### src/port_pad_consts.vh
/*
 Register map, field layout, reset values and mode codes of the port pad control block.
 Assumes inclusion by bare name from the design, checker and bench files.
*/
`ifndef PORT_PAD_CONSTS_VH
`define PORT_PAD_CONSTS_VH

// Byte addresses on the register bus
`define ADDR_W              8
`define OFS_P0_PULLUP       8'h00
`define OFS_P0_DATA         8'h04
`define OFS_P1_TOP_MODE     8'h08
`define OFS_P1_MID_MODE     8'h0c

// Register select codes
`define SEL_NONE            3'h0
`define SEL_P0_PULLUP       3'h1
`define SEL_P0_DATA         3'h2
`define SEL_P1_TOP_MODE     3'h3
`define SEL_P1_MID_MODE     3'h4

// Reset values
`define RST_P0_PULLUP       8'h00
`define RST_P0_DATA         8'h00
`define RST_P1_TOP_MODE     8'h01
`define RST_P1_MID_MODE     8'h20

// Writable bit masks
`define MSK_P0_PULLUP       8'hff
`define MSK_P0_DATA         8'hff
`define MSK_P1_TOP_MODE     8'h03
`define MSK_P1_MID_MODE     8'hfc

// Mode field positions
`define LINE4_MODE_LSB      0
`define LINE3_MODE_LSB      5
`define LINE2_MODE_LSB      2

// Decoder kinds
`define KIND_LINE4          2'h0
`define KIND_LINE3          2'h1
`define KIND_LINE2          2'h2

// Mode codes
`define MODE_SCHMITT        3'h0
`define MODE_OPEN_DRAIN     3'h1
`define MODE_ANALOG         3'h2
`define MODE_ALT_PWM        3'h3
`define MODE_BUZZER         3'h5
`define MODE_PUSH_PULL      3'h7
`define MODE2_PUSH_PULL     3'h3

// Bus responses
`define RESP_OKAY           2'h0
`define RESP_SLVERR         2'h2

`endif

### src/port_pad_mode_pullup_ctrl.v
/*
 Pad control for port 0 pull-ups and data, and port 1 upper-pin modes, on AXI4-Lite.
 Assumes pins, direction and peripheral sources are synchronous to aclk.
*/
// Added by the designer: the AXI4-Lite register port and the placing of the registers.
// Overview of operation
// (RULE_01) Pull-up bit set enables that pin's pull-up
// (RULE_02) Input pin: data read returns pin level
// (RULE_03) Output pin drives its data bit value
// (RULE_04) Top mode register resets to 01, open-drain
// (RULE_05) Line 4: 00 Schmitt, 01 OD, 11 PP
// (RULE_06) Middle mode register resets to 20H
// (RULE_07) Line 3 decodes Schmitt, OD, analog, PWM, PP
// (RULE_08) Line 2 decodes Schmitt, analog, PWM, buzzer, PP
// (RULE_09) Software also enables the selected peripheral
// (RULE_10) Unavailable codes float; unused bits read zero
`timescale 1ns/100ps
`include "port_pad_consts.vh"
module port_pad_mode_pullup_ctrl
(
   // Clock and reset
   input  wire                aclk,
   input  wire                aresetn,
   // AXI4-Lite write address
   input  wire                awvalid,
   output wire                awready,
   input  wire [`ADDR_W-1:0]  awaddr,
   // AXI4-Lite write data
   input  wire                wvalid,
   output wire                wready,
   input  wire [31:0]         wdata,
   input  wire [3:0]          wstrb,
   // AXI4-Lite write response
   output wire                bvalid,
   input  wire                bready,
   output wire [1:0]          bresp,
   // AXI4-Lite read address
   input  wire                arvalid,
   output wire                arready,
   input  wire [`ADDR_W-1:0]  araddr,
   // AXI4-Lite read data
   output wire                rvalid,
   input  wire                rready,
   output wire [31:0]         rdata,
   output wire [1:0]          rresp,
   // Port 0 pads
   input  wire [7:0]          port0_pin_in,
   output wire [7:0]          port0_pin_out,
   output wire [7:0]          port0_pin_oe,
   output wire [7:0]          port0_pullup_en,
   input  wire [7:0]          port0_dir_out,
   // Port 1 pads, lines 4 to 2
   input  wire [4:2]          port1_pin_in,
   output wire [4:2]          port1_pin_out,
   output wire [4:2]          port1_pin_oe,
   input  wire [4:2]          port1_data,
   // Peripheral sources
   input  wire                pwm_four_out,
   input  wire                pwm_three_out,
   input  wire                buzzer_out,
   // Peripheral sinks
   output wire                ext_irq_nine,
   output wire                ext_irq_eight,
   output wire                analog_in_eight_sel,
   output wire                analog_in_seven_sel
);

   // Address to register select
   function [2:0] reg_sel;
      input [`ADDR_W-1:0] a;
      begin
         if (a == `OFS_P0_PULLUP)
            reg_sel = `SEL_P0_PULLUP;
         else if (a == `OFS_P0_DATA)
            reg_sel = `SEL_P0_DATA;
         else if (a == `OFS_P1_TOP_MODE)
            reg_sel = `SEL_P1_TOP_MODE;
         else if (a == `OFS_P1_MID_MODE)
            reg_sel = `SEL_P1_MID_MODE;
         else
            reg_sel = `SEL_NONE;
      end
   endfunction

   // Write channel state
   reg                aw_held_r;
   reg [`ADDR_W-1:0]  aw_addr_r;
   reg                w_held_r;
   reg [7:0]          w_byte_r;
   reg                w_lane0_r;
   reg                bvalid_r;
   reg [1:0]          bresp_r;

   // Read channel state
   reg                rvalid_r;
   reg [31:0]         rdata_r;
   reg [1:0]          rresp_r;

   // Write commit
   wire               wr_go;
   wire [2:0]         wr_sel;
   wire               wr_ok;
   wire               we_pullup;
   wire               we_data;
   wire               we_top;
   wire               we_mid;

   // Register contents
   wire [7:0]         pullup_q;
   wire [7:0]         data_q;
   wire [7:0]         top_mode_q;
   wire [7:0]         mid_mode_q;

   // Read path
   wire [2:0]         rd_sel;
   wire [7:0]         p0_read;
   reg  [7:0]         rd_byte;
   reg  [1:0]         rd_resp;

   // Port 1 decoded controls
   wire [2:0]         p1_mode [0:2];
   wire [2:0]         p1_pwm;
   wire [2:0]         p1_out;
   wire [2:0]         p1_oe;
   wire [2:0]         p1_schmitt;
   wire [2:0]         p1_analog;

   // Write address and data channels
   assign awready = ~aw_held_r & ~bvalid_r;
   assign wready  = ~w_held_r & ~bvalid_r;

   always @(posedge aclk)
   begin
      if (!aresetn)
      begin
         aw_held_r <= 1'b0;
         aw_addr_r <= {`ADDR_W{1'b0}};
      end
      else if (wr_go)
      begin
         aw_held_r <= 1'b0;
      end
      else if (awvalid && awready)
      begin
         aw_held_r <= 1'b1;
         aw_addr_r <= awaddr;
      end
   end

   always @(posedge aclk)
   begin
      if (!aresetn)
      begin
         w_held_r  <= 1'b0;
         w_byte_r  <= 8'h00;
         w_lane0_r <= 1'b0;
      end
      else if (wr_go)
      begin
         w_held_r <= 1'b0;
      end
      else if (wvalid && wready)
      begin
         w_held_r  <= 1'b1;
         w_byte_r  <= wdata[7:0];
         w_lane0_r <= wstrb[0];
      end
   end

   // Commit once both halves are held
   assign wr_go     = aw_held_r & w_held_r & ~bvalid_r;
   assign wr_sel    = reg_sel(aw_addr_r);
   assign wr_ok     = (wr_sel != `SEL_NONE);
   assign we_pullup = wr_go & w_lane0_r & (wr_sel == `SEL_P0_PULLUP);
   assign we_data   = wr_go & w_lane0_r & (wr_sel == `SEL_P0_DATA);
   assign we_top    = wr_go & w_lane0_r & (wr_sel == `SEL_P1_TOP_MODE);
   assign we_mid    = wr_go & w_lane0_r & (wr_sel == `SEL_P1_MID_MODE);

   // Write response
   always @(posedge aclk)
   begin
      if (!aresetn)
      begin
         bvalid_r <= 1'b0;
         bresp_r  <= `RESP_OKAY;
      end
      else if (wr_go)
      begin
         bvalid_r <= 1'b1;
         bresp_r  <= wr_ok ? `RESP_OKAY : `RESP_SLVERR;
      end
      else if (bready)
      begin
         bvalid_r <= 1'b0;
      end
   end

   assign bvalid = bvalid_r;
   assign bresp  = bresp_r;

   // Software registers
   mode_reg8
   #(
      .RESET_VAL (`RST_P0_PULLUP),
      .WR_MASK   (`MSK_P0_PULLUP)
   )
   u_pullup
   (
      .aclk    (aclk),
      .aresetn (aresetn),
      .wr_en   (we_pullup),
      .wr_data (w_byte_r),
      .q_r     (pullup_q)
   );

   mode_reg8
   #(
      .RESET_VAL (`RST_P0_DATA),
      .WR_MASK   (`MSK_P0_DATA)
   )
   u_data
   (
      .aclk    (aclk),
      .aresetn (aresetn),
      .wr_en   (we_data),
      .wr_data (w_byte_r),
      .q_r     (data_q)
   );

   mode_reg8
   #(
      .RESET_VAL (`RST_P1_TOP_MODE), // RULE_04
      .WR_MASK   (`MSK_P1_TOP_MODE)
   )
   u_top_mode
   (
      .aclk    (aclk),
      .aresetn (aresetn),
      .wr_en   (we_top),
      .wr_data (w_byte_r),
      .q_r     (top_mode_q)
   );

   mode_reg8
   #(
      .RESET_VAL (`RST_P1_MID_MODE), // RULE_06
      .WR_MASK   (`MSK_P1_MID_MODE)
   )
   u_mid_mode
   (
      .aclk    (aclk),
      .aresetn (aresetn),
      .wr_en   (we_mid),
      .wr_data (w_byte_r),
      .q_r     (mid_mode_q)
   );

   // Port 0 pads
   assign port0_pullup_en = pullup_q; // RULE_01

   genvar g;
   generate
      for (g = 0; g < 8; g = g + 1)
      begin : g_port0
         assign port0_pin_oe[g]  = port0_dir_out[g]; // RULE_03
         assign port0_pin_out[g] = port0_dir_out[g] & data_q[g]; // RULE_03
         assign p0_read[g]       = port0_dir_out[g] ? data_q[g] : port0_pin_in[g]; // RULE_02
      end
   endgenerate

   // Port 1 mode fields, index 0 is line 4
   assign p1_mode[0] = {1'b0, top_mode_q[`LINE4_MODE_LSB+1:`LINE4_MODE_LSB]};
   assign p1_mode[1] = mid_mode_q[`LINE3_MODE_LSB+2:`LINE3_MODE_LSB];
   assign p1_mode[2] = mid_mode_q[`LINE2_MODE_LSB+2:`LINE2_MODE_LSB];
   assign p1_pwm     = {pwm_three_out, pwm_four_out, 1'b0};

   generate
      for (g = 0; g < 3; g = g + 1)
      begin : g_port1
         pin_mode_decode
         #(
            .KIND ((g == 0) ? `KIND_LINE4 : ((g == 1) ? `KIND_LINE3 : `KIND_LINE2))
         )
         u_dec
         (
            .mode       (p1_mode[g]),
            .data_bit   (port1_data[4-g]),
            .alt_pwm    (p1_pwm[g]),
            .alt_buz    (buzzer_out),
            .pin_out    (p1_out[g]),
            .pin_oe     (p1_oe[g]),
            .schmitt_en (p1_schmitt[g]),
            .analog_en  (p1_analog[g])
         );
         assign port1_pin_out[4-g] = p1_out[g];
         assign port1_pin_oe[4-g]  = p1_oe[g];
      end
   endgenerate

   // Peripheral hook-ups, valid only when the peripheral is enabled too
   assign ext_irq_nine        = p1_schmitt[1] & port1_pin_in[3]; // RULE_07
   assign ext_irq_eight       = p1_schmitt[2] & port1_pin_in[2]; // RULE_08
   assign analog_in_eight_sel = p1_analog[1]; // RULE_07
   assign analog_in_seven_sel = p1_analog[2]; // RULE_08

   // Read address and data
   assign arready = ~rvalid_r;
   assign rd_sel  = reg_sel(araddr);

   always @*
   begin
      rd_byte = 8'h00;
      rd_resp = `RESP_OKAY;
      if (rd_sel == `SEL_P0_PULLUP)
      begin
         rd_byte = pullup_q;
      end
      else if (rd_sel == `SEL_P0_DATA)
      begin
         rd_byte = p0_read; // RULE_02
      end
      else if (rd_sel == `SEL_P1_TOP_MODE)
      begin
         rd_byte = top_mode_q; // RULE_10
      end
      else if (rd_sel == `SEL_P1_MID_MODE)
      begin
         rd_byte = mid_mode_q; // RULE_10
      end
      else
      begin
         rd_resp = `RESP_SLVERR;
      end
   end

   always @(posedge aclk)
   begin
      if (!aresetn)
      begin
         rvalid_r <= 1'b0;
         rdata_r  <= 32'h0000_0000;
         rresp_r  <= `RESP_OKAY;
      end
      else if (arvalid && arready)
      begin
         rvalid_r <= 1'b1;
         rdata_r  <= {24'h00_0000, rd_byte};
         rresp_r  <= rd_resp;
      end
      else if (rready)
      begin
         rvalid_r <= 1'b0;
      end
   end

   assign rvalid = rvalid_r;
   assign rdata  = rdata_r;
   assign rresp  = rresp_r;

endmodule // port_pad_mode_pullup_ctrl

### src/mode_reg8.v
/*
 Eight-bit software register with a write mask and a reset value.
 Assumes a synchronous active-low reset and a one-cycle write strobe.
*/
`timescale 1ns/100ps
module mode_reg8
#(
   parameter [7:0] RESET_VAL = 8'h00,
   parameter [7:0] WR_MASK   = 8'hff
)
(
   // Clock and reset
   input  wire       aclk,
   input  wire       aresetn,
   // Write port
   input  wire       wr_en,
   input  wire [7:0] wr_data,
   // Stored value
   output reg  [7:0] q_r
);

   wire [7:0] q_nxt;

   // Unused bits held at zero
   assign q_nxt = wr_data & WR_MASK; // RULE_10

   always @(posedge aclk)
   begin
      if (!aresetn)
      begin
         q_r <= RESET_VAL;
      end
      else if (wr_en)
      begin
         q_r <= q_nxt;
      end
   end

endmodule // mode_reg8

### src/pin_mode_decode.v
/*
 Decodes a port 1 pin mode field into pad drive, input and analog controls.
 Assumes the mode field comes from a register and alternate sources are synchronous.
*/
`timescale 1ns/100ps
`include "port_pad_consts.vh"
module pin_mode_decode
#(
   parameter [1:0] KIND = `KIND_LINE4
)
(
   // Mode and sources
   input  wire [2:0] mode,
   input  wire       data_bit,
   input  wire       alt_pwm,
   input  wire       alt_buz,
   // Pad controls
   output wire       pin_out,
   output wire       pin_oe,
   output wire       schmitt_en,
   output wire       analog_en
);

   // Returns {oe, out, schmitt, analog}
   function [3:0] decode;
      input [1:0] kind;
      input [2:0] m;
      input       d;
      input       pwm;
      input       buz;
      begin
         decode = 4'h0; // RULE_10
         if (kind == `KIND_LINE4)
         begin
            if (m == `MODE_SCHMITT)
               decode = 4'b0010; // RULE_05
            else if (m == `MODE_OPEN_DRAIN)
               decode = {~d, 3'b000}; // RULE_05
            else if (m == `MODE2_PUSH_PULL)
               decode = {1'b1, d, 2'b00}; // RULE_05
         end
         else if (kind == `KIND_LINE3)
         begin
            if (m[2])
               decode = {1'b1, d, 2'b00}; // RULE_07
            else if (m == `MODE_SCHMITT)
               decode = 4'b0010; // RULE_07
            else if (m == `MODE_OPEN_DRAIN)
               decode = {~d, 3'b000}; // RULE_07
            else if (m == `MODE_ANALOG)
               decode = 4'b0001; // RULE_07
            else
               decode = {1'b1, pwm, 2'b00}; // RULE_07
         end
         else
         begin
            if (m == `MODE_SCHMITT)
               decode = 4'b0010; // RULE_08
            else if (m == `MODE_ANALOG)
               decode = 4'b0001; // RULE_08
            else if (m == `MODE_ALT_PWM)
               decode = {1'b1, pwm, 2'b00}; // RULE_08
            else if (m == `MODE_BUZZER)
               decode = {1'b1, buz, 2'b00}; // RULE_08
            else if (m == `MODE_PUSH_PULL)
               decode = {1'b1, d, 2'b00}; // RULE_08
         end
      end
   endfunction

   wire [3:0] ctl;

   assign ctl        = decode(KIND, mode, data_bit, alt_pwm, alt_buz);
   assign pin_oe     = ctl[3];
   assign pin_out    = ctl[2];
   assign schmitt_en = ctl[1];
   assign analog_en  = ctl[0];

endmodule // pin_mode_decode

### config.mk
export PLATFORM = sky130hd
export DESIGN_NAME = port_pad_mode_pullup_ctrl
export DESIGN_NICKNAME = d
export VERILOG_FILES = /design/src/port_pad_mode_pullup_ctrl.v /design/src/mode_reg8.v /design/src/pin_mode_decode.v
export VERILOG_INCLUDE_DIRS = /design/src
export SDC_FILE = /design/constraint.sdc
export NUM_CORES = 1
export LEC_CHECK = 0
export BUFFER_PORTS_ARGS = -buffer_cell sky130_fd_sc_hd__clkbuf_2
export CAP_MARGIN = 5
export CORE_ASPECT_RATIO = 2
export CORE_MARGIN = 4
export CORE_UTILIZATION = 48
export CTS_CLUSTER_DIAMETER = 60
export DETAILED_ROUTE_END_ITERATION = 7
export GPL_ROUTABILITY_DRIVEN = 0
export PLACE_DENSITY = 0.88
export SYNTH_ARGS = -nofsm -noshare
export SYNTH_HDL_FRONTEND = slang
export SYNTH_SLANG_ARGS = --single-unit
### constraint.sdc
create_clock -name aclk -period 3.2 [get_ports aclk]
set_input_delay 0.32 -clock aclk [delete_from_list [all_inputs] [get_ports aclk]]
set_output_delay 0.32 -clock aclk [all_outputs]
set_load 0.02 [all_outputs]
# [Word-level counts from Yosys, hierarchy flattened]
# Index checks and enable logic that the tools add are counted.
[totals] ff_bits=57 inputBits=84 output_inout_bits=75 wordCells=118
[classes] eq_ne=22 mux=41 bitwise_logic=27 reduce_logical=14
[op_table] operator="$mux W4" n=12
[op_table] operator="$eq A8 B4 Y1 const B" n=4
[op_table] operator="$mux W8" n=4
[op_table] operator="$mux W3" n=8
[op_table] operator="$eq A3 B2 Y1 const B" n=7
[op_table] operator="$and A1 B1 Y1" n=19
[op_table] operator="$eq A8 B3 Y1 const B" n=2
[op_table] operator="$logic_not A8 Y1" n=2
[op_table] operator="$eq A3 B3 Y1 const B" n=4
[op_table] operator="$mux W1" n=12
[op_table] operator="$mux W2" n=5
[op_table] operator="$eq A3 B1 Y1 const B" n=3
[op_table] operator="$logic_not A3 Y1" n=3
[op_table] operator="$not A1 Y1" n=8
[op_table] operator="$reduce_and A2 Y1" n=2
[op_table] operator="$reduce_bool A2 Y1" n=2
[op_table] operator="$logic_and A1 B1 Y1" n=3
[op_table] operator="$reduce_bool A3 Y1" n=1
[op_table] operator="$eq A2 B1 Y1 const B" n=1
[op_table] operator="$eq A2 B2 Y1 const B" n=1
[op_table] operator="$reduce_or A2 Y1" n=1

# [Depth between registers and ports, before layout]
# Gate-level depths: netlist of the first run.
[logic_depth] word_depth=10 depth_mapped=5

# [Modules after synthesis]
# From an unflattened synthesis of the first run, not the netlist that was laid out.
[unflattened] hier_cells=328 hier_area_um2=2914.0
[by_module_without_submodules] mod="port_pad_mode_pullup_ctrl" n_inst=1 cells_each=222 area_each_um2=1810.5
[by_module_without_submodules] mod="mode_reg8 (u_data ...)" n_inst=2 cells_each=25 area_each_um2=301.5
[by_module_without_submodules] mod="mode_reg8 (u_mid_mode)" n_inst=1 cells_each=22 area_each_um2=245.2
[by_module_without_submodules] mod="mode_reg8 (u_top_mode)" n_inst=1 cells_each=13 area_each_um2=118.9
[by_module_without_submodules] mod="pin_mode_decode (g_port1[2].u_dec)" n_inst=1 cells_each=8 area_each_um2=51.3
[by_module_without_submodules] mod="pin_mode_decode (g_port1[0].u_dec)" n_inst=1 cells_each=6 area_each_um2=45.0
[by_module_without_submodules] mod="pin_mode_decode (g_port1[1].u_dec)" n_inst=1 cells_each=7 area_each_um2=40.0

# [Worst setup path after synthesis of the first run]
# OpenSTA, ideal clock, no wires.
[synth_path] kind="register to output" startpoint="register u_mid_mode.q_r[5]" endpoint="output ext_irq_nine" arrival_ps=1110 path_slack_ps=1770 path_stages_with_launch=2 path_cell_list="dfxtp_1 -> nor4b_1"
[synth_via] elab_chain_len=5
[synth_rtl] element="start, declared" line="mode_reg8.v:19" source="output reg [7:0] q_r"
[synth_rtl] element="start signal, assigned" line="mode_reg8.v:35" source="q_r <= q_nxt;"
[synth_rtl] element="$eq A3 B1 Y1 (no line)"
[synth_rtl] element="$mux W4" line="pin_mode_decode.v:48" source="else if (m == `MODE_OPEN_DRAIN)"
[synth_rtl] element="$mux W4 *" line="pin_mode_decode.v:46" source="else if (m == `MODE_SCHMITT)"
[synth_rtl] element="$mux W4 *" line="pin_mode_decode.v:44" source="if (m[2])"
[synth_rtl] element="$and A1 B1 Y1 *" line="port_pad_mode_pullup_ctrl.v:301" source="assign ext_irq_nine = p1_schmitt[1] & port1_pin_in[3];"
[synth_rtl] element="end, declared" line="port_pad_mode_pullup_ctrl.v:62" source="output wire ext_irq_nine,"
# Every way passes the cells marked *; elsewhere a longest branch is shown, timed or not.

# [Final worst setup path of the first run]
[layout_path] startpoint="register bvalid_r (netlist: bvalid)" endpoint="register w_byte_r[0]"
[layout_via] elab_chain_len=4
[layout_rtl] element="start, declared" line="port_pad_mode_pullup_ctrl.v:91" source="reg bvalid_r;"
[layout_rtl] element="start signal, assigned" line="port_pad_mode_pullup_ctrl.v:184" source="bvalid_r <= 1'b0;"
[layout_rtl] element="start signal, assigned" line="port_pad_mode_pullup_ctrl.v:189" source="bvalid_r <= 1'b1;"
[layout_rtl] element="start signal, assigned" line="port_pad_mode_pullup_ctrl.v:194" source="bvalid_r <= 1'b0;"
[layout_rtl] element="$not A1 Y1 *" line="port_pad_mode_pullup_ctrl.v:130, port_pad_mode_pullup_ctrl.v:171"
[layout_rtl] element="$and A1 B1 Y1, on equally long branches" line="port_pad_mode_pullup_ctrl.v:130, port_pad_mode_pullup_ctrl.v:171"
[layout_rtl] element="$logic_and A1 B1 Y1 or $not A1 Y1 (tied branches)"
[layout_rtl] element="$reduce_and A2 Y1 (no line) *"
[layout_rtl] element="end signal, assigned" line="port_pad_mode_pullup_ctrl.v:165" source="w_byte_r <= wdata[7:0];"
[layout_rtl] element="end, declared" line="port_pad_mode_pullup_ctrl.v:89" source="reg [7:0] w_byte_r;"
# Marked as above.
# A chain may end at the register's enable or synchronous reset.

==> results of run 1 <==
-- flip-flops by register name, indices dropped and copies added, names as in the netlist, 2 cells and up --
| signal | cells |
|---|---|
| aw_addr_r | 8 |
| w_byte_r | 8 |
| u_top_mode.q_r | 2 |
| u_pullup.q_r | 8 |
| rdata | 8 |
| u_mid_mode.q_r | 6 |
| u_data.q_r | 8 |
-- metal layers --
layer,routed length (um),vias up,global-route usage [%],share of wire [%]
li1,-,1187,-,-
met1,2258,1138,16.56,34
met2,3720,113,35.52,55
met3,429,24,4.011,6.4
met4,295,0,9.267,4.4
met5,0,-,0,0
-- cells in the final DEF, fill, tap and decap left out, types with 3 or more instances in the layout --
cell / synthesis / final
nand2_1: 41 / 41
dfxtp_1: 55 / 55
a32o_1: 8 / 8
nand2b_1: 10 / 10
o21ai_0: 6 / 6
o21bai_1: 5 / 5
clkbuf_2: 0 / 104
mux2i_1: 43 / 43
a21boi_0: 3 / 3
a21oi_1: 5 / 5
nor3_1: 8 / 8
inv_1: 12 / 12
nor4_1: 3 / 3
nor2b_1: 28 / 28
and2_1: 4 / 4
clkbuf_16: 0 / 5
nor2_1: 5 / 5
a32oi_1: 5 / 5
conb_1: 1 / 26
-- synthesized netlist by cell type (all sizes together) --
cell / number / share of area, %
buf: 49 / 12
nor4b: 2 / 0.61
dfxtp: 55 / 38
and4: 2 / 0.65
nor2b: 28 / 6.1
o211a: 1 / 0.35
nor4: 4 / 1.4
mux2i: 43 / 15
conb: 1 / 0.13
o2bb2ai: 1 / 0.30
a21o: 1 / 0.30
nand2b: 10 / 2.2
a32oi: 5 / 1.5
nand2: 41 / 5.3
nor3: 8 / 1.4
a21boi: 3 / 0.78
and2: 4 / 0.87
a21oi: 5 / 0.87
o21ai: 6 / 1.0
mux2: 1 / 0.39
nor3b: 2 / 0.52
or2: 1 / 0.22
o21bai: 5 / 1.3
and3: 1 / 0.22
nand3b: 2 / 0.52
nand4: 3 / 1.1
clkbuf: 7 / 0.91
nand3: 2 / 0.35
and4b: 1 / 0.35
nor2: 5 / 0.65
a32o: 8 / 2.8
inv: 12 / 1.6
a31oi: 1 / 0.22
-- layout make-up --
cell class                      count  share of cell area [%]
Sequential cell                    55                   32.29
Tap cell                           61                   2.239
Clock inverter                      2                   1.761
Multi-Input combinational cell    222                   42.90
Timing Repair Buffer              106                   15.71
Clock buffer                        6                   3.780
Inverter                           12                   1.321
-- power groups by stage --
| stage | sequential, W | combinational, W | clock (W) |
|---|---|---|---|
| floorplan | 0.000739 | 0.000178 | 0 |
| global placement | 0.000738 | 0.000211 | 0 |
| detailed placement | 0.000739 | 0.000217 | 0 |
| CTS | 0.000724 | 0.000218 | 0.000687 |
| global route | 0.000726 | 0.000238 | 0.000713 |
| finish | 0.000723 | 0.000217 | 0.000671 |
-- stage by stage --
stage / util, % / cell area, um^2 / hold slack (ns) / worst slack (ns)
5_1_grt: 59.21 / 3410 / 0.2933 / 1.383
4_1_cts: 59.21 / 3410 / 0.2759 / 1.460
3_3_place_gp: 55.93 / 3221 / 0.4484 / 1.497
6_report: 59.21 / 3410 / 0.2791 / 1.521
3_5_place_dp: 55.93 / 3221 / 0.4534 / 1.466
2_1_floorplan: - / 2979 / 0.4346 / 1.770
-- worst paths after layout --
kind	from	endpoint	slack [ns]	cells after the start
worst max-delay path	bvalid$_SDFFE_PN0P_	w_byte_r[0]$_SDFFE_PN0P_	1.52	3
worst min-delay path	arvalid	rvalid$_SDFFE_PN0P_	0.28	2
worst max register to register	bvalid$_SDFFE_PN0P_	w_byte_r[0]$_SDFFE_PN0P_	1.52	3
worst min register to register	u_data.q_r[2]$_SDFFE_PN0P_	u_data.q_r[2]$_SDFFE_PN0P_	0.47	2
-- cells by family (layout without fill, tap and decap cells) --
family | after synthesis | count (layout) | synth area share [%]
AOI/OAI and AO/OA | 36 | 36 | 9.454
buffers and inverters | 68 | 126 | 14.57
DFF | 55 | 55 | 38.16
muxes | 44 | 44 | 15.31
other | 1 | 26 | 0.1300
and+or+nand+nor | 116 | 116 | 22.38
-- critical path, stage by stage (launching register included) --
cell and delay, ns:
dfxtp_1 0.39, nor3b_2 0.85, mux2i_1 0.27, nor2b_1 0.06
==> summary.md, run 1 <==
| Metric | Value |
|---|---|
| CTS tree | built |
| Max Fclk | 595.4 MHz |
| Clock Skews | 0.005879 ns |
| Area Overhead vs Synth | 18.17% |
| First-pass GRT wire length | 10950 um |
| Sw Pwr | 0.0003712 W |
| Final Hold Fails | 0 |
| Total CTS buffers | 5 |
| H-tree Lvls | 2 |
| Nets | 486 |
| Peak supply drop | 493.2 uV |
| Post-CTS Hold Buffers | 0 |
| Core area | 5758 um^2 |
| Syn Area/Cell | 9.016 um^2 |
| Minimum clock period | 1.679 ns |
| Tot Pwr | 0.001611 W |
| Clock buffer depth | 2 |
| Critical path class | flop to flop |
| Placed cell count | 456 |
| Setup_tns | 0 ns |
| Worst setup EP type | flop |
| Chip height | 117.6 um |
| RSZ-0062 raised after global routing | no |
| Total gr overflow | 0 |
| Antenna Nets Post-Route | 0 |
| Max_slew headroom | 33.46% |
| Vias | 2462 |
| Max cap viols | 0 |
| Num rows | 39 |
| Ant. Diodes | 0 |
| Die Footprint | 7390 um^2 |
| Initial core utilization | 50.11% |
| Logic gate share of total power | 13.4% |
| CTS sink count | 55 |
| Yosys warning total | 0 |
| Pin count of the biggest net entering global routing | 60 |
| CP arrival | 1.85 ns |
| Chip Width | 62.82 um |
| Post-Synthesis Cells | 320 |
| Postcts setup bufs | 0 |
| Distinct cells, synth | 39 |
| Clock share of power | 41.7% |
| Initial DRT Pass Iterations | 4 |
| Vias per cell | 5.306 |
| Critical Path Start Type | flop |
| Root buffer cell | clkbuf_16 |
| Routed WL per cell | 14.45 um |
| Crit-path max FO | 10 |
| Sw frac | 23.04% |
| Pwr/cell area | 472.6 nW/um^2 |
| FF+latch area | 1101 um^2 |
| Count of input and output buffers | 104 |
| Hold Path Class | input port to flop |
| Final setup fails | 0 |
| Seq/Total Area, Yosys | 38.16% |
| Fillers | 531 |
| Leakage | 1.703 nW |
| Clock-pin slew on the worst setup and hold paths | 0.06 ns |
| Crit path required time | 3.37 ns |
| Sequential share of power | 44.9% |
| Status | completed |
| Internal power | 0.001240 W |
| Worst slew pin tran | 0.9937 ns |
| Ports | 159 |
| Fraction of layout cells with a size suffix above 1 | 30.02% |
| Starting DRT DRC Count | 79 |
| Final cycle utilization of the critical path | 52.48% |
| Total wire length | 6704 um |
| Cell area after synthesis | 2885 um^2 |
| Yosys reg bits | 55 |
| Area occupied by multi-input gates | 1463 um^2 |
| Final cell count without fillers | 464 |
| GRT Resource Usage Total | 18.07% |
| Post-CTS Resized | 0 |
| Post-DP HPWL | 5480 um |
| Initial antenna violation count | 0 |
| Remaining DRCs | 0 |
| Worst-skew pair later-pin latency | 0.28 ns |
| Max-slew violation count | 0 |
| Vias in the first global route | 2460 |
No activity file was read; power rests on OpenSTA's default activity.
==> run 2: changes to the inputs <==
- CORE_UTILIZATION: 48 -> 45
- PLACE_DENSITY: 0.88 -> 0.83
- clock period: 3.2 -> 1.6 ns (I/O delays scaled with it)
==> run 2 against run 1 <==
  * Routed wire length is 5.5% higher
  * Combinational power is 110% higher
  * Utilization is 3.8 points lower
  * Die area is 6.0% higher
  * Critical path type is now flop to output pin
  * Critical endpoint is now port1_pin_out[2]
==> summary.md, run 2 (synthesis results as in run 1) <==
| Metric | Value |
|---|---|
| Most frequent cells in the layout | clkbuf_2 (104), dfxtp_1 (55), mux2i_1 (43), nand2_1 (41), nor2b_1 (28) |
| Initial DRT Pass Iterations | 4 (unchanged) |
| Hold Path Class | input port to flop |
| Area Overhead vs Synth | 20.16% |
| Critical path class | flop to output pin |
| CTS tree | built |
| Routed WL per cell | 14.24 um (-1.5%) |
| Worst setup EP type | output pin |
| Final setup fails | 0 (unchanged) |
| Chip Width | 64.62 um (+2.9%) |
| Pwr/cell area | 870.7 nW/um^2 (+84%) |
| Post-CTS Resized | 0 (unchanged) |
| H-tree Lvls | 2 (unchanged) |
| Total gr overflow | 0 (unchanged) |
| Ant. Diodes | 0 (unchanged) |
| Remaining DRCs | 0 (unchanged) |
| Crit path required time | 1.44 ns (-1.93 ns) |
| Initial core utilization | 46.10% (-4.0 points) |
| Max-slew violation count | 0 (unchanged) |
| First-pass GRT wire length | 10940 um (about the same) |
| Post-CTS Hold Buffers | 0 (unchanged) |
| Worst slew pin tran | 0.5855 ns (-0.4082 ns) |
| R2r startpoint | aw_addr_r[5]$_SDFFE_PN0P_ |
| Total wire length | 7076 um (+5.5%) |
| Reg-to-Reg End | u_mid_mode.q_r[5]$_SDFFE_PN1P_ |
| CP arrival | 1.37 ns (-0.48 ns) |
| Root buffer cell | clkbuf_16 |
| Setup_tns | 0 ns (unchanged) |
| Status | completed |
| Clock-pin slew on the worst setup and hold paths | 0.07 ns (about the same) |
| Initial antenna violation count | 0 (unchanged) |
| Max Fclk | 655.3 MHz |
| Hold Startpoint | arvalid |
| Postcts setup bufs | 0 (unchanged) |
| Count of input and output buffers | 104 (unchanged) |
| Peak supply drop | 656.9 uV (+33%) |
| Num rows | 41 (+5.1%) |
| Minimum clock period | 1.526 ns |
| Clock Skews | 0.006832 ns (+0.0009521 ns) |
| Core area | 6259 um^2 (+8.7%) |
| Max cap viols | 0 (unchanged) |
| Ports | 159 (unchanged) |
| Hold path cells | 2 (unchanged) |
| Crit-path max FO | 6 (-4) |
| Total CTS buffers | 5 (unchanged) |
| RSZ-0062 raised after global routing | no |
| Reg-to-reg slack, setup | 0.12 ns (-1.40 ns) |
| Most common cell after layout, fill and taps aside | clkbuf_2 |
| Worst setup margin | 0.07403 ns (-1.446 ns) |
| Nets | 494 (+1.6%) |
| Antenna Nets Post-Route | 0 (unchanged) |
| Die Footprint | 7835 um^2 (+6.0%) |
| Max_slew headroom | 60.89% (+27 points) |
| Starting DRT DRC Count | 87 (+10%) |
| Fraction of layout cells with a size suffix above 1 | 31.63% (+1.6 points) |
| CTS sink count | 55 (unchanged) |
| Vias | 2442 (-0.81%) |
| Vias per cell | 4.913 (-7.4%) |
| GRT Resource Usage Total | 17.80% (-0.28 points) |
| Final Hold Fails | 0 (unchanged) |
| Critical Path Start Type | flop |
| Worst-skew pair later-pin latency | 0.29 ns (about the same) |
| Final cycle utilization of the critical path | 95.37% |
| Vias in the first global route | 2372 (-3.6%) |
| Worst Hold End | rvalid$_SDFFE_PN0P_ |
| Clock buffer depth | 2 (unchanged) |
| Chip height | 121.2 um (+3.1%) |
| Post-DP HPWL | 5837 um (+6.5%) |
| Leakage | 1.723 nW (+1.2%) |
| Pre-CTS setup slack | 0.08888 ns (-1.377 ns) |
| Pin count of the biggest net entering global routing | 26 (-57%) |
| Reg2reg path depth | 3 (unchanged) |
-- run 2: cell count changes in the layout (fill, tap and decap cells not counted) --
cell,delta
clkbuf_8,+1
clkinv_4,+1
clkbuf_1,-1
buf_4,+8
bufinv_16,-2
clkinvlp_4,+1
-- run 2: per-layer routing --
layer  wire (um)  vias to the layer above  GRT usage [%]
met5           0                        -              0
met2        3922                      102          33.55
met4         232                        0          9.404
li1            -                     1207              -
met3         459                       18          3.429
met1        2462                     1115          17.76
-- run 2: worst max-delay path by stage --
stage                                   start                             end  slack [ns]  depth (start not counted)
2_1_floorplan             bvalid$_SDFFE_PN0P_  u_mid_mode.q_r[6]$_SDFFE_PN0P_        0.21                          4
3_3_place_gp        aw_addr_r[5]$_SDFFE_PN0P_  u_mid_mode.q_r[4]$_SDFFE_PN0P_        0.15                          3
3_5_place_dp        aw_addr_r[5]$_SDFFE_PN0P_  u_mid_mode.q_r[5]$_SDFFE_PN1P_        0.09                          3
4_1_cts        u_mid_mode.q_r[4]$_SDFFE_PN0P_                port1_pin_out[2]        0.08                          4
5_1_grt             aw_addr_r[5]$_SDFFE_PN0P_  u_mid_mode.q_r[5]$_SDFFE_PN1P_       0.003                          3
6_report       u_mid_mode.q_r[4]$_SDFFE_PN0P_                port1_pin_out[2]        0.07                          4
-- run 2: cell type report --
| type | count | area (um^2) |
|---|---|---|
| timing repair buffer | 114 | 595.6 |
| inverter | 12 | 45.04 |
| fill | 610 | 2791 |
| multi-input combinational | 222 | 1463 |
| clock buffer | 6 | 138.9 |
| tap | 86 | 107.6 |
| clock inverter | 2 | 16.27 |
| sequential | 55 | 1101 |
-- run 2: per-stage QoR --
stage               power, W  instance area, um^2  utilization [%]  hold WS, ns  instances
finish              0.003019                 3467            55.40       0.1163        497
floorplan           0.001834                 2979                -       0.2978        345
global route        0.003142                 3467            55.40       0.1077        497
CTS                 0.003037                 3467            55.40       0.1091        497
global placement    0.001918                 3312            52.92       0.3948        489
detailed placement  0.001934                 3312            52.92       0.4025        489
-- run 2: power breakdown --
group	switching [W]	internal [W]
clock	0.000491	0.000626
combinational	0.000271	0.000184
sequential	0.0000357	0.00141
-- run 2: worst max-delay path: stages, from the launching register on --
cell and delay (ns):
dfxtp_1 0.44, mux2_2 0.36, nand2_1 0.06, a21oi_1 0.05, clkbuf_2 0.15
